<file path="src/shared/lcg_defines.vh">
// Purpose: Shared constants for the logic cell gate-select block
// Assumes: Registers sit one per aligned 32-bit Wishbone word, data in the low byte
// Notes:   Reset values stand in for the undefined power-up state of the fields
`ifndef LCG_DEFINES_VH
`define LCG_DEFINES_VH

// Register byte offsets
`define LCG_OFF_THIRD_SEL   8'h00
`define LCG_OFF_FOURTH_SEL  8'h04
`define LCG_OFF_GATE0_EN    8'h08
`define LCG_OFF_GATE1_EN    8'h0C
`define LCG_OFF_GATE2_EN    8'h10
`define LCG_OFF_GATE_INV    8'h14
`define LCG_OFF_STATUS      8'h18

// Address width seen by the slave
`define LCG_ADR_W           8

// Source code field: bits 4 to 0
`define LCG_SRC_MSB         4
`define LCG_SRC_LSB         0
`define LCG_SRC_W           5

// Gate enable field: whole low byte
`define LCG_EN_W            8

// Gate output invert field: one bit per gate, bits 2 to 0
`define LCG_INV_W           3

// Reset values after power-on
`define LCG_RST_SRC         5'h00
`define LCG_RST_EN          8'h00
`define LCG_RST_INV         3'h0
`define LCG_RST_GATE        3'h0
`define LCG_RST_DAT         32'h00000000

// Padding widths for read data
`define LCG_PAD_SRC         27
`define LCG_PAD_EN          24
`define LCG_PAD_INV         29
`define LCG_PAD_STAT        27

`endif

</file>
<file path="src/design/lcg_gate.v">
// Purpose: One data gate: OR of enabled true and inverted data inputs
// Assumes: Enable byte laid out input 4 true at bit 7 down to input 1 inverted at bit 0
// Notes:   Purely combinational; the top registers the result
`timescale 1ns/10ps
module lcg_gate (
  input  wire [7:0] inputEnables,
  input  wire [3:0] dataIn,
  input  wire       outputInvert,
  output wire       gateValue
);

  wire [3:0] termTrue;
  wire [3:0] termInv;
  wire       gateOr;

  // Odd bit gates the true form, even bit the inverted form
  genvar k;
  generate
    for (k = 0; k < 4; k = k + 1) begin : gTerm
      assign termTrue[k] = inputEnables[2*k+1] & dataIn[k];
      assign termInv[k]  = inputEnables[2*k] & ~dataIn[k];
    end
  endgenerate

  // OR of terms, zero when none enabled
  assign gateOr    = |{termTrue, termInv};
  assign gateValue = gateOr ^ outputInvert;

endmodule // lcg_gate

</file>
<file path="src/design/lcg_top.v">
// Purpose: Input selection and gating for gates 0 to 2 of a configurable logic cell
// Assumes: Classic Wishbone slave, 32-bit data, registers in the low byte of each word
// Notes:   Gate outputs are registered, so they lag the inputs by one clock
//
// Behaviour
// - Third input source chosen by 5-bit code in bits 4:0; bits 7:5 read zero.
// - Fourth input source chosen by own 5-bit code in bits 4:0; upper bits zero.
// - Gate 0 has eight enables, true and inverted per input, input 4 true at bit 7.
// - Gate 1 has its own eight enable bits in the same order.
// - Gate 2 has its own eight enable bits in the same order.
// - Set enable feeds that input form into the gate; clear keeps it out.
// - Select and enable fields undefined at power-up, kept through other resets.
// - Each gate output may be inverted by its own polarity bit.
`timescale 1ns/10ps
`include "lcg_defines.vh"
module lcg_top #(
  parameter SRC_COUNT = 32
) (
  input  wire                    clock,
  input  wire                    rstn,
  // Wishbone classic slave
  input  wire                    cyc_i,
  input  wire                    stb_i,
  input  wire                    we_i,
  input  wire [`LCG_ADR_W-1:0]   adr_i,
  input  wire [31:0]             dat_i,
  input  wire [3:0]              sel_i,
  output reg  [31:0]             dat_o,
  output reg                     ack_o,
  // Data inputs
  input  wire                    dataInputOne,
  input  wire                    dataInputTwo,
  input  wire [SRC_COUNT-1:0]    sourceBus,
  // Gate outputs toward the logic function
  output reg  [2:0]              gateOut
);

  // Configuration registers
  reg  [`LCG_SRC_W-1:0]  thirdInputSourceSelect_ff;
  reg  [`LCG_SRC_W-1:0]  fourthInputSourceSelect_ff;
  reg  [7:0]             gateZeroInputEnables_ff;
  reg  [7:0]             gateOneInputEnables_ff;
  reg  [7:0]             gateTwoInputEnables_ff;
  reg  [`LCG_INV_W-1:0]  gateOutputInvert_ff;

  // Bus side
  reg  [31:0]            nxt_dat;
  wire                   busReq;
  wire                   busWrite;

  // Selected data and gate results
  reg                    dataInputThree;
  reg                    dataInputFour;
  wire [3:0]             dataVec;
  wire [2:0]             gateValue;

  // One new request per handshake: ack must fall before the next is taken
  assign busReq   = cyc_i & stb_i & ~ack_o;
  // Data lives in byte lane 0, so only that lane enables a write.
  // The write lands where the master samples ack, not one edge earlier.
  assign busWrite = cyc_i & stb_i & ack_o & we_i & sel_i[0];

  // Source multiplexers; codes beyond the source count read as zero
  always @* begin
    dataInputThree = 1'b0;
    dataInputFour  = 1'b0;
    if (thirdInputSourceSelect_ff < SRC_COUNT) begin
      dataInputThree = sourceBus[thirdInputSourceSelect_ff];
    end
    if (fourthInputSourceSelect_ff < SRC_COUNT) begin
      dataInputFour = sourceBus[fourthInputSourceSelect_ff];
    end
  end

  assign dataVec = {dataInputFour, dataInputThree, dataInputTwo, dataInputOne};

  lcg_gate uGate0 (
    .inputEnables (gateZeroInputEnables_ff),
    .dataIn       (dataVec),
    .outputInvert (gateOutputInvert_ff[0]),
    .gateValue    (gateValue[0])
  );

  lcg_gate uGate1 (
    .inputEnables (gateOneInputEnables_ff),
    .dataIn       (dataVec),
    .outputInvert (gateOutputInvert_ff[1]),
    .gateValue    (gateValue[1])
  );

  lcg_gate uGate2 (
    .inputEnables (gateTwoInputEnables_ff),
    .dataIn       (dataVec),
    .outputInvert (gateOutputInvert_ff[2]),
    .gateValue    (gateValue[2])
  );

  // Read mux; unmapped words and reserved bits read as zero
  always @* begin
    nxt_dat = `LCG_RST_DAT;
    case (adr_i)
      `LCG_OFF_THIRD_SEL: begin
        nxt_dat = {{`LCG_PAD_SRC{1'b0}}, thirdInputSourceSelect_ff};
      end
      `LCG_OFF_FOURTH_SEL: begin
        nxt_dat = {{`LCG_PAD_SRC{1'b0}}, fourthInputSourceSelect_ff};
      end
      `LCG_OFF_GATE0_EN: begin
        nxt_dat = {{`LCG_PAD_EN{1'b0}}, gateZeroInputEnables_ff};
      end
      `LCG_OFF_GATE1_EN: begin
        nxt_dat = {{`LCG_PAD_EN{1'b0}}, gateOneInputEnables_ff};
      end
      `LCG_OFF_GATE2_EN: begin
        nxt_dat = {{`LCG_PAD_EN{1'b0}}, gateTwoInputEnables_ff};
      end
      `LCG_OFF_GATE_INV: begin
        nxt_dat = {{`LCG_PAD_INV{1'b0}}, gateOutputInvert_ff};
      end
      // Live state: selected inputs 4 and 3, then registered gate outputs
      `LCG_OFF_STATUS: begin
        nxt_dat = {{`LCG_PAD_STAT{1'b0}}, dataInputFour, dataInputThree, gateOut};
      end
      default: begin
        nxt_dat = `LCG_RST_DAT;
      end
    endcase
  end

  // Handshake: ack one cycle after the request, dropped the cycle after
  always @(posedge clock or negedge rstn) begin
    if (!rstn) begin
      ack_o <= 1'b0;
      dat_o <= `LCG_RST_DAT;
    end else begin
      ack_o <= busReq;
      if (busReq && !we_i) begin
        dat_o <= nxt_dat;
      end
    end
  end

  // Configuration writes land at the edge where ack is seen high.
  // rstn is the power-on reset; the fields have no other reset input,
  // so any other system reset leaves them untouched.
  always @(posedge clock or negedge rstn) begin
    if (!rstn) begin
      // defined stand-in for the undefined power-up value
      thirdInputSourceSelect_ff  <= `LCG_RST_SRC;
      fourthInputSourceSelect_ff <= `LCG_RST_SRC;
      gateZeroInputEnables_ff    <= `LCG_RST_EN;
      gateOneInputEnables_ff     <= `LCG_RST_EN;
      gateTwoInputEnables_ff     <= `LCG_RST_EN;
      gateOutputInvert_ff        <= `LCG_RST_INV;
    end else if (busWrite) begin
      case (adr_i)
        `LCG_OFF_THIRD_SEL: begin
          thirdInputSourceSelect_ff <= dat_i[`LCG_SRC_MSB:`LCG_SRC_LSB];
        end
        `LCG_OFF_FOURTH_SEL: begin
          fourthInputSourceSelect_ff <= dat_i[`LCG_SRC_MSB:`LCG_SRC_LSB];
        end
        `LCG_OFF_GATE0_EN: begin
          gateZeroInputEnables_ff <= dat_i[`LCG_EN_W-1:0];
        end
        `LCG_OFF_GATE1_EN: begin
          gateOneInputEnables_ff <= dat_i[`LCG_EN_W-1:0];
        end
        `LCG_OFF_GATE2_EN: begin
          gateTwoInputEnables_ff <= dat_i[`LCG_EN_W-1:0];
        end
        `LCG_OFF_GATE_INV: begin
          gateOutputInvert_ff <= dat_i[`LCG_INV_W-1:0];
        end
        default: begin
          gateOutputInvert_ff <= gateOutputInvert_ff;
        end
      endcase
    end
  end

  // Registered gate outputs keep glitches of the OR tree off the ports
  always @(posedge clock or negedge rstn) begin
    if (!rstn) begin
      gateOut <= `LCG_RST_GATE;
    end else begin
      gateOut <= gateValue;
    end
  end

endmodule // lcg_top

</file>
<file path="config.mk">
export PLATFORM = sky130hd
export DESIGN_NAME = lcg_top
export DESIGN_NICKNAME = d
export VERILOG_FILES = /design/src/design/lcg_gate.v /design/src/design/lcg_top.v
export VERILOG_INCLUDE_DIRS = /design/src /design/src/shared
export SDC_FILE = /design/constraint.sdc
export NUM_CORES = 1
export LEC_CHECK = 0
export ABC_AREA = 1
export BUFFER_PORTS_ARGS = -buffer_cell sky130_fd_sc_hd__buf_2
export CAP_MARGIN = 20
export CORE_MARGIN = 5
export CORE_UTILIZATION = 45
export CTS_CLUSTER_DIAMETER = 40
export CTS_CLUSTER_SIZE = 16
export DETAILED_ROUTE_END_ITERATION = 7
export GPL_ROUTABILITY_DRIVEN = 0
export HOLD_SLACK_MARGIN = 0.1
export PLACE_DENSITY = 0.73
export SLEW_MARGIN = 10
export SYNTH_ARGS = -nofsm -noshare
export SYNTH_HDL_FRONTEND = slang
export SYNTH_HIERARCHICAL = 1
export SYNTH_SLANG_ARGS = --single-unit
</file>
<file path="constraint.sdc">
create_clock -name clock -period 2.35 [get_ports clock]
set_clock_uncertainty 0.2 [all_clocks]
set_input_delay 0.47 -clock clock [delete_from_list [all_inputs] [get_ports clock]]
set_output_delay 0.47 -clock clock [all_outputs]
set_load 0.03 [all_outputs]
</file>
After elaboration in Yosys (flattened, before gate mapping)

Index checks and enable logic that the tools add are counted.

Logic and storage cells: 71
Input bits: 83
Register bits: 73
Output and inout port bits: 36

Multiplexer cells: 5
Bitwise gates (word level): 37
Order comparisons: 2
Reduce and logical (&&, ||, !) cells: 12
Equal/unequal tests: 6

Operators by type and width:

| kind                                                | count |
|---|---|
| case mux 8 bit (7 select lines)                     | 1 |
| AND 1 bit                                           | 29 |
| equality test 8 x 5 -> 1 bit, second input constant | 3 |
| OR reduction 8 bit                                  | 3 |
| equality test 8 x 4 -> 1 bit, second input constant | 2 |
| < comparator 5 x 6 -> 1 bit, second input constant  | 2 |
| AND reduction 2 bit                                 | 6 |
| binary-select mux 1 bit (select 5 bit)              | 2 |
| equality test 8 x 3 -> 1 bit, second input constant | 1 |
| zero test 8 bit                                     | 1 |
| inverter 1 bit                                      | 5 |
| bitwise XOR 1 bit                                   | 3 |
| two-way mux 1 bit                                   | 2 |
| logical AND 1 bit                                   | 1 |
| zero test 1 bit                                     | 1 |

Logic depth before layout (Yosys ltp)

Depth in word-level cells: 6
Gate-level depth with buffers: 17
Depth with buffers taken out: 15

Hierarchy

Netlist, hierarchy kept.

Modules (own cells, without submodules):

| module   | instances | area each (µm²) | sequential area each (µm²) | cells an instance |
|---|---|---|---|---|
| lcg_top  | 1         | 3035.4          | 1226.2                     | 424 |
| lcg_gate | 3         | 92.6            | 0.0                        | 23 |

Worst setup path after synthesis

Ideal clock, no wire load.

Kind: flip-flop to flip-flop
Start point: register thirdInputSourceSelect_ff[0]
End point: register gateOut[0]
Clock period less this slack: 1967 ps
Slack: 383 ps
Arrival time: 1651 ps
Stages on the path, launching flop included: 18
Data required time: 2034 ps
Setup time: 116 ps
Buffers on the path: 2
Path through: dfrtp_1 -> buf_2 -> inv_2 -> buf_4 -> nand2_1 -> nand3_1 -> nand3_1 -> nand2_1 -> nand2_1 -> nand3_1 -> and2_1 -> inv_1 -> nand2_1 -> nand2_1 -> nor2_2 -> nand2_1 -> nand2_1 -> nand2_1

Longest elaborated chain between the ends: 6
Elaborated cells between the ends (all ways): 7
Classes of those cells: 2 x mux; 4 x bitwise; 1 x reduce/logical

Ends and longest elaborated chain:

| element                                     | RTL line      | text |
|---|---|---|
| from (decl)                                 | lcg_top.v:39  | `` reg [`LCG_SRC_W-1:0] thirdInputSourceSelect_ff; `` |
| from (signal assigned)                      | lcg_top.v:149 | `` thirdInputSourceSelect_ff <= `LCG_RST_SRC; `` |
| from (signal assigned)                      | lcg_top.v:158 | `` thirdInputSourceSelect_ff <= dat_i[`LCG_SRC_MSB:`LCG_SRC_LSB]; `` |
| binary-select mux 1 bit (select 5 bit) (*)  | lcg_top.v:68  | `dataInputThree = sourceBus[thirdInputSourceSelect_ff];` |
| two-way mux 1 bit (not written as such) (*) | lcg_top.v:68  |  |
| net dataInputThree                          | lcg_top.v:52  | `reg dataInputThree;` |
| inverter 1 bit                              | lcg_gate.v:21 | `assign termInv[k] = inputEnables[2*k] & ~dataIn[k];` |
| AND 1 bit                                   | lcg_gate.v:21 |  |
| OR reduction 8 bit (*)                      | lcg_gate.v:26 | `assign gateOr = \|{termTrue, termInv};` |
| bitwise XOR 1 bit (*)                       | lcg_gate.v:27 | `assign gateValue = gateOr ^ outputInvert;` |
| net gateValue[0]                            | lcg_top.v:55  | `wire [2:0] gateValue;` |
| to (signal assigned)                        | lcg_top.v:185 | `` gateOut <= `LCG_RST_GATE; `` |
| to (signal assigned)                        | lcg_top.v:187 | `gateOut <= gateValue;` |
| to (decl)                                   | lcg_top.v:35  | `output reg [2:0] gateOut` |

Mark *: on every way through the listed nets, which the timed path passes. The rest lies on a longest branch. The select of a mux whose other input is x is not followed.
A chain may end at the register's enable or synchronous reset.

Worst setup path after layout

Start point: register thirdInputSourceSelect_ff[0]
End point: register gateOut[2]

Same word-level chain as after synthesis.

==> results.ini <==
[status]
status=complete, no violations

[die]
row_count=31
initial_core_util_pct=45.9
fp.dieH_um=95.8
pin_count=119
die-area_mm2=0.00918
die_w_um=95.8
core_mm2=0.00721

[synthesis]
syn_avg_cell_area_um2=6.72
yosysWarnings=6
netlist_area_mm2=0.00331
yosysSeqAreaShare_pct=37.0
syn_inst=493
yosysTopAreaCellShare_pct=37.0
synth_cell_type_count=28
synth_area_leaders=dfrtp_1 (37%), nand2_1 (24%), nand3_1 (11%)
synth_seq_cells=49
synthArstFlopShare_pct=100
synth_top_area_cell=dfrtp_1
synth_top_flop_cell=dfrtp_1
synth_edf_count=0

[clock_network]
cts_tree=built
cts_htree_levels=2
cts_buffers=5
worstSkewPairLatency_ps=310
cts.sinks=49
clockBufferDepth=2
root_buffer=clkbuf_8
clkTransAtPathRegs_ps=90
post_cts_buffers=0

[grt]
grt_pass1_wl_mm=14.6
antenna_found_initial=0
grt_max_degree=50
grt_pass1_vias=3117
grt_usage_pct=20.1
overflow=0

[detailed_routing]
dr.pass1.iters=5
drt_iter0_drc=275
vias=3330
drt-total-wl_mm=8.93
antenna_left=0
drt-wirelength-per-cell_um=13.5
viasPerCell=5.03
route.detailed.drc=0

[timing]
period_minus_slack_ps=2140
max-slew-margin-rel_pct=58.4
hold_viol=0
fin_ws_ps=213
rsz0062_at_grt=false
worst_pin_slew_ps=625
setup_violations=0
fmax_ghz=0.468
fin_crit_sh_pct=90.9
drv_slew=0
finalSetupTns_ps=0

[worst_setup_path]
reg2regPathDepth=15
reg2reg_from=thirdInputSourceSelect_ff[0]
crit_fanout=17
regToRegSetupSlack_ps=210
r2r-end=gateOut[2]
cp-start-kind=flip-flop
setup.worst_path.class=reg -> reg
cp.arrival_ps=2140
worst_setup_path_end_kind=flip-flop
required_ps=2360

[placed_design]
portBuffers=67
dp_hpwl_mm=6.79
placement.cell_area_mm2=0.00365
post-place-ws_ps=121

[cells_and_area]
syn_to_final_growth_pct=14.4
nFillCells=734
multi_input_area_mm2=0.00174
antenna_cells=0
drive_above_1_share_pct=21.5
fin_area_mm2=0.00379
seqCellArea_mm2=0.00123
nets=645
post-route-util_pct=52.5

[pwr]
power_leakage_nw=2.06
ir_worst_vdd_v=0.000421
powerDensity_mw_per_mm2=446

[min_path]
whs_path_depth=3
holdCritStartpoint=dat_i[5]
hold_path_end=gateTwoInputEnables_ff[5]
min_path_type=in -> reg

[job]
drv_cap=0

-- cell usage after synthesis (2+ instances only) --
library cell,instances
nand2_1,210
nand3_1,70
dfrtp_1,49
inv_1,37
o21ai_1,28
buf_4,26
inv_2,11
nor2_2,8
o21ai_2,8
buf_2,6
nor2_1,6
o21ai_0,5
a21oi_1,4
nand2_2,4
o22ai_1,3
and2_1,2
buf_6,2
nor2_4,2
nor3_4,2
o211ai_1,2
-- layer usage --
| layer | wire [µm] | track usage [%] | vias up |
|---|---|---|---|
| li1 | - | - | 1656 |
| met1 | 3800 | 26.0 | 1525 |
| met2 | 4260 | 34.1 | 136 |
| met3 | 736 | 3.28 | 13 |
| met4 | 135 | 6.52 | 0 |
| met5 | 0 | 0 | - |
-- sequential cells by signal (all words and copies together) (netlist names), 3 cells and up --
register,count
dat_o,8
gateOneInputEnables_ff,8
gateTwoInputEnables_ff,8
gateZeroInputEnables_ff,8
fourthInputSourceSelect_ff,5
thirdInputSourceSelect_ff,5
gateOut,3
gateOutputInvert_ff,3
-- cells by family after synthesis --
group	count (synthesis)	synth area share (%)
and+or+nand+nor	309	40.9
buffers and inverters	83	13.0
AOI/OAI and AO/OA	51	8.99
DFF	49	37.0
other	1	0.113
-- repair_timing --
| action | in CTS | in global routing |
|---|---|---|
| endpoints found under the setup margin | 0 | 3 |
| endpoints found under the hold margin | 49 | 0 |
| gates resized for setup | 0 | 7 |
| hold buffers | 1 | 0 |
-- through the flow --
step / power [mW] / std cells / hold WS (ps)
2_1_floorplan: 1.01 / 516 / -25.6
3_3_place_gp: 1.07 / 653 / 261
3_5_place_dp: 1.08 / 653 / 260
4_1_cts: 1.70 / 662 / 240
5_1_grt: 1.76 / 662 / 262
6_report: 1.69 / 662 / 252
-- power by group --
group          total (mW)  internal, mW  switching [mW]
Clock               0.627         0.347           0.280
Combinational       0.215        0.0616           0.153
Sequential          0.848         0.845         0.00277
Total                1.69          1.25           0.436
-- worst max-delay path by stage --
stage	slack (ps)	endpoint	cells after the start	start
floorplan	380	gateOut[0]	17	thirdInputSourceSelect_ff[0]
detailed placement	120	gateOut[2]	15	thirdInputSourceSelect_ff[0]
finish	210	gateOut[2]	15	thirdInputSourceSelect_ff[0]
global route	40	gateOut[2]	15	thirdInputSourceSelect_ff[0]
global placement	210	gateOut[1]	15	fourthInputSourceSelect_ff[0]
CTS	100	gateOut[2]	15	thirdInputSourceSelect_ff[0]
-- placed cells by master (no fill, tap or decap) --
master         instances
o211ai_1               2
nand3_1               70
a21oi_1                4
o21ai_0                5
and2_2                 2
conb_1                24
buf_2                 67
inv_2                  9
nand3_2                1
dfrtp_1               49
nand2_2                4
clkbuf_8               6
nand4_2                1
nand2_1              210
buf_6                  1
nand4_1                1
nor2_1                 6
nand2_4                1
o21ai_2                8
nor3_2                 1
clkbuf_1               1
dlygate4sd3_1          1
nor2_2                 8
buf_4                  5
o21ai_1               28
o22ai_1                3
nor3_4                 2
bufinv_16              1
o221ai_1               1
nor2_4                 2
inv_1                 37
inv_4                  2
-- critical path, cell delays in order (launching register included) --
cell,delay [ps]
dfrtp_1,410
buf_6,200
nand2_1,80
nand3_1,80
nand3_1,90
nand2_1,90
nand2_1,50
nand3_1,100
and2_2,230
inv_1,60
nand2_1,80
nand2_1,70
nor2_2,110
nand2_1,70
nand2_1,60
nand2_1,50
-- layout make-up --
| cell class | count | area share (%) |
|---|---|---|
| repair buffers | 74 | 10.4 |
| clock buffers | 7 | 2.28 |
| inverters | 48 | 4.89 |
| flip-flops and latches | 49 | 32.4 |
| well taps | 99 | 3.27 |
| multi-input cells | 384 | 46.0 |
| clock inverters | 1 | 0.792 |
(Power assumes the default switching activity.)
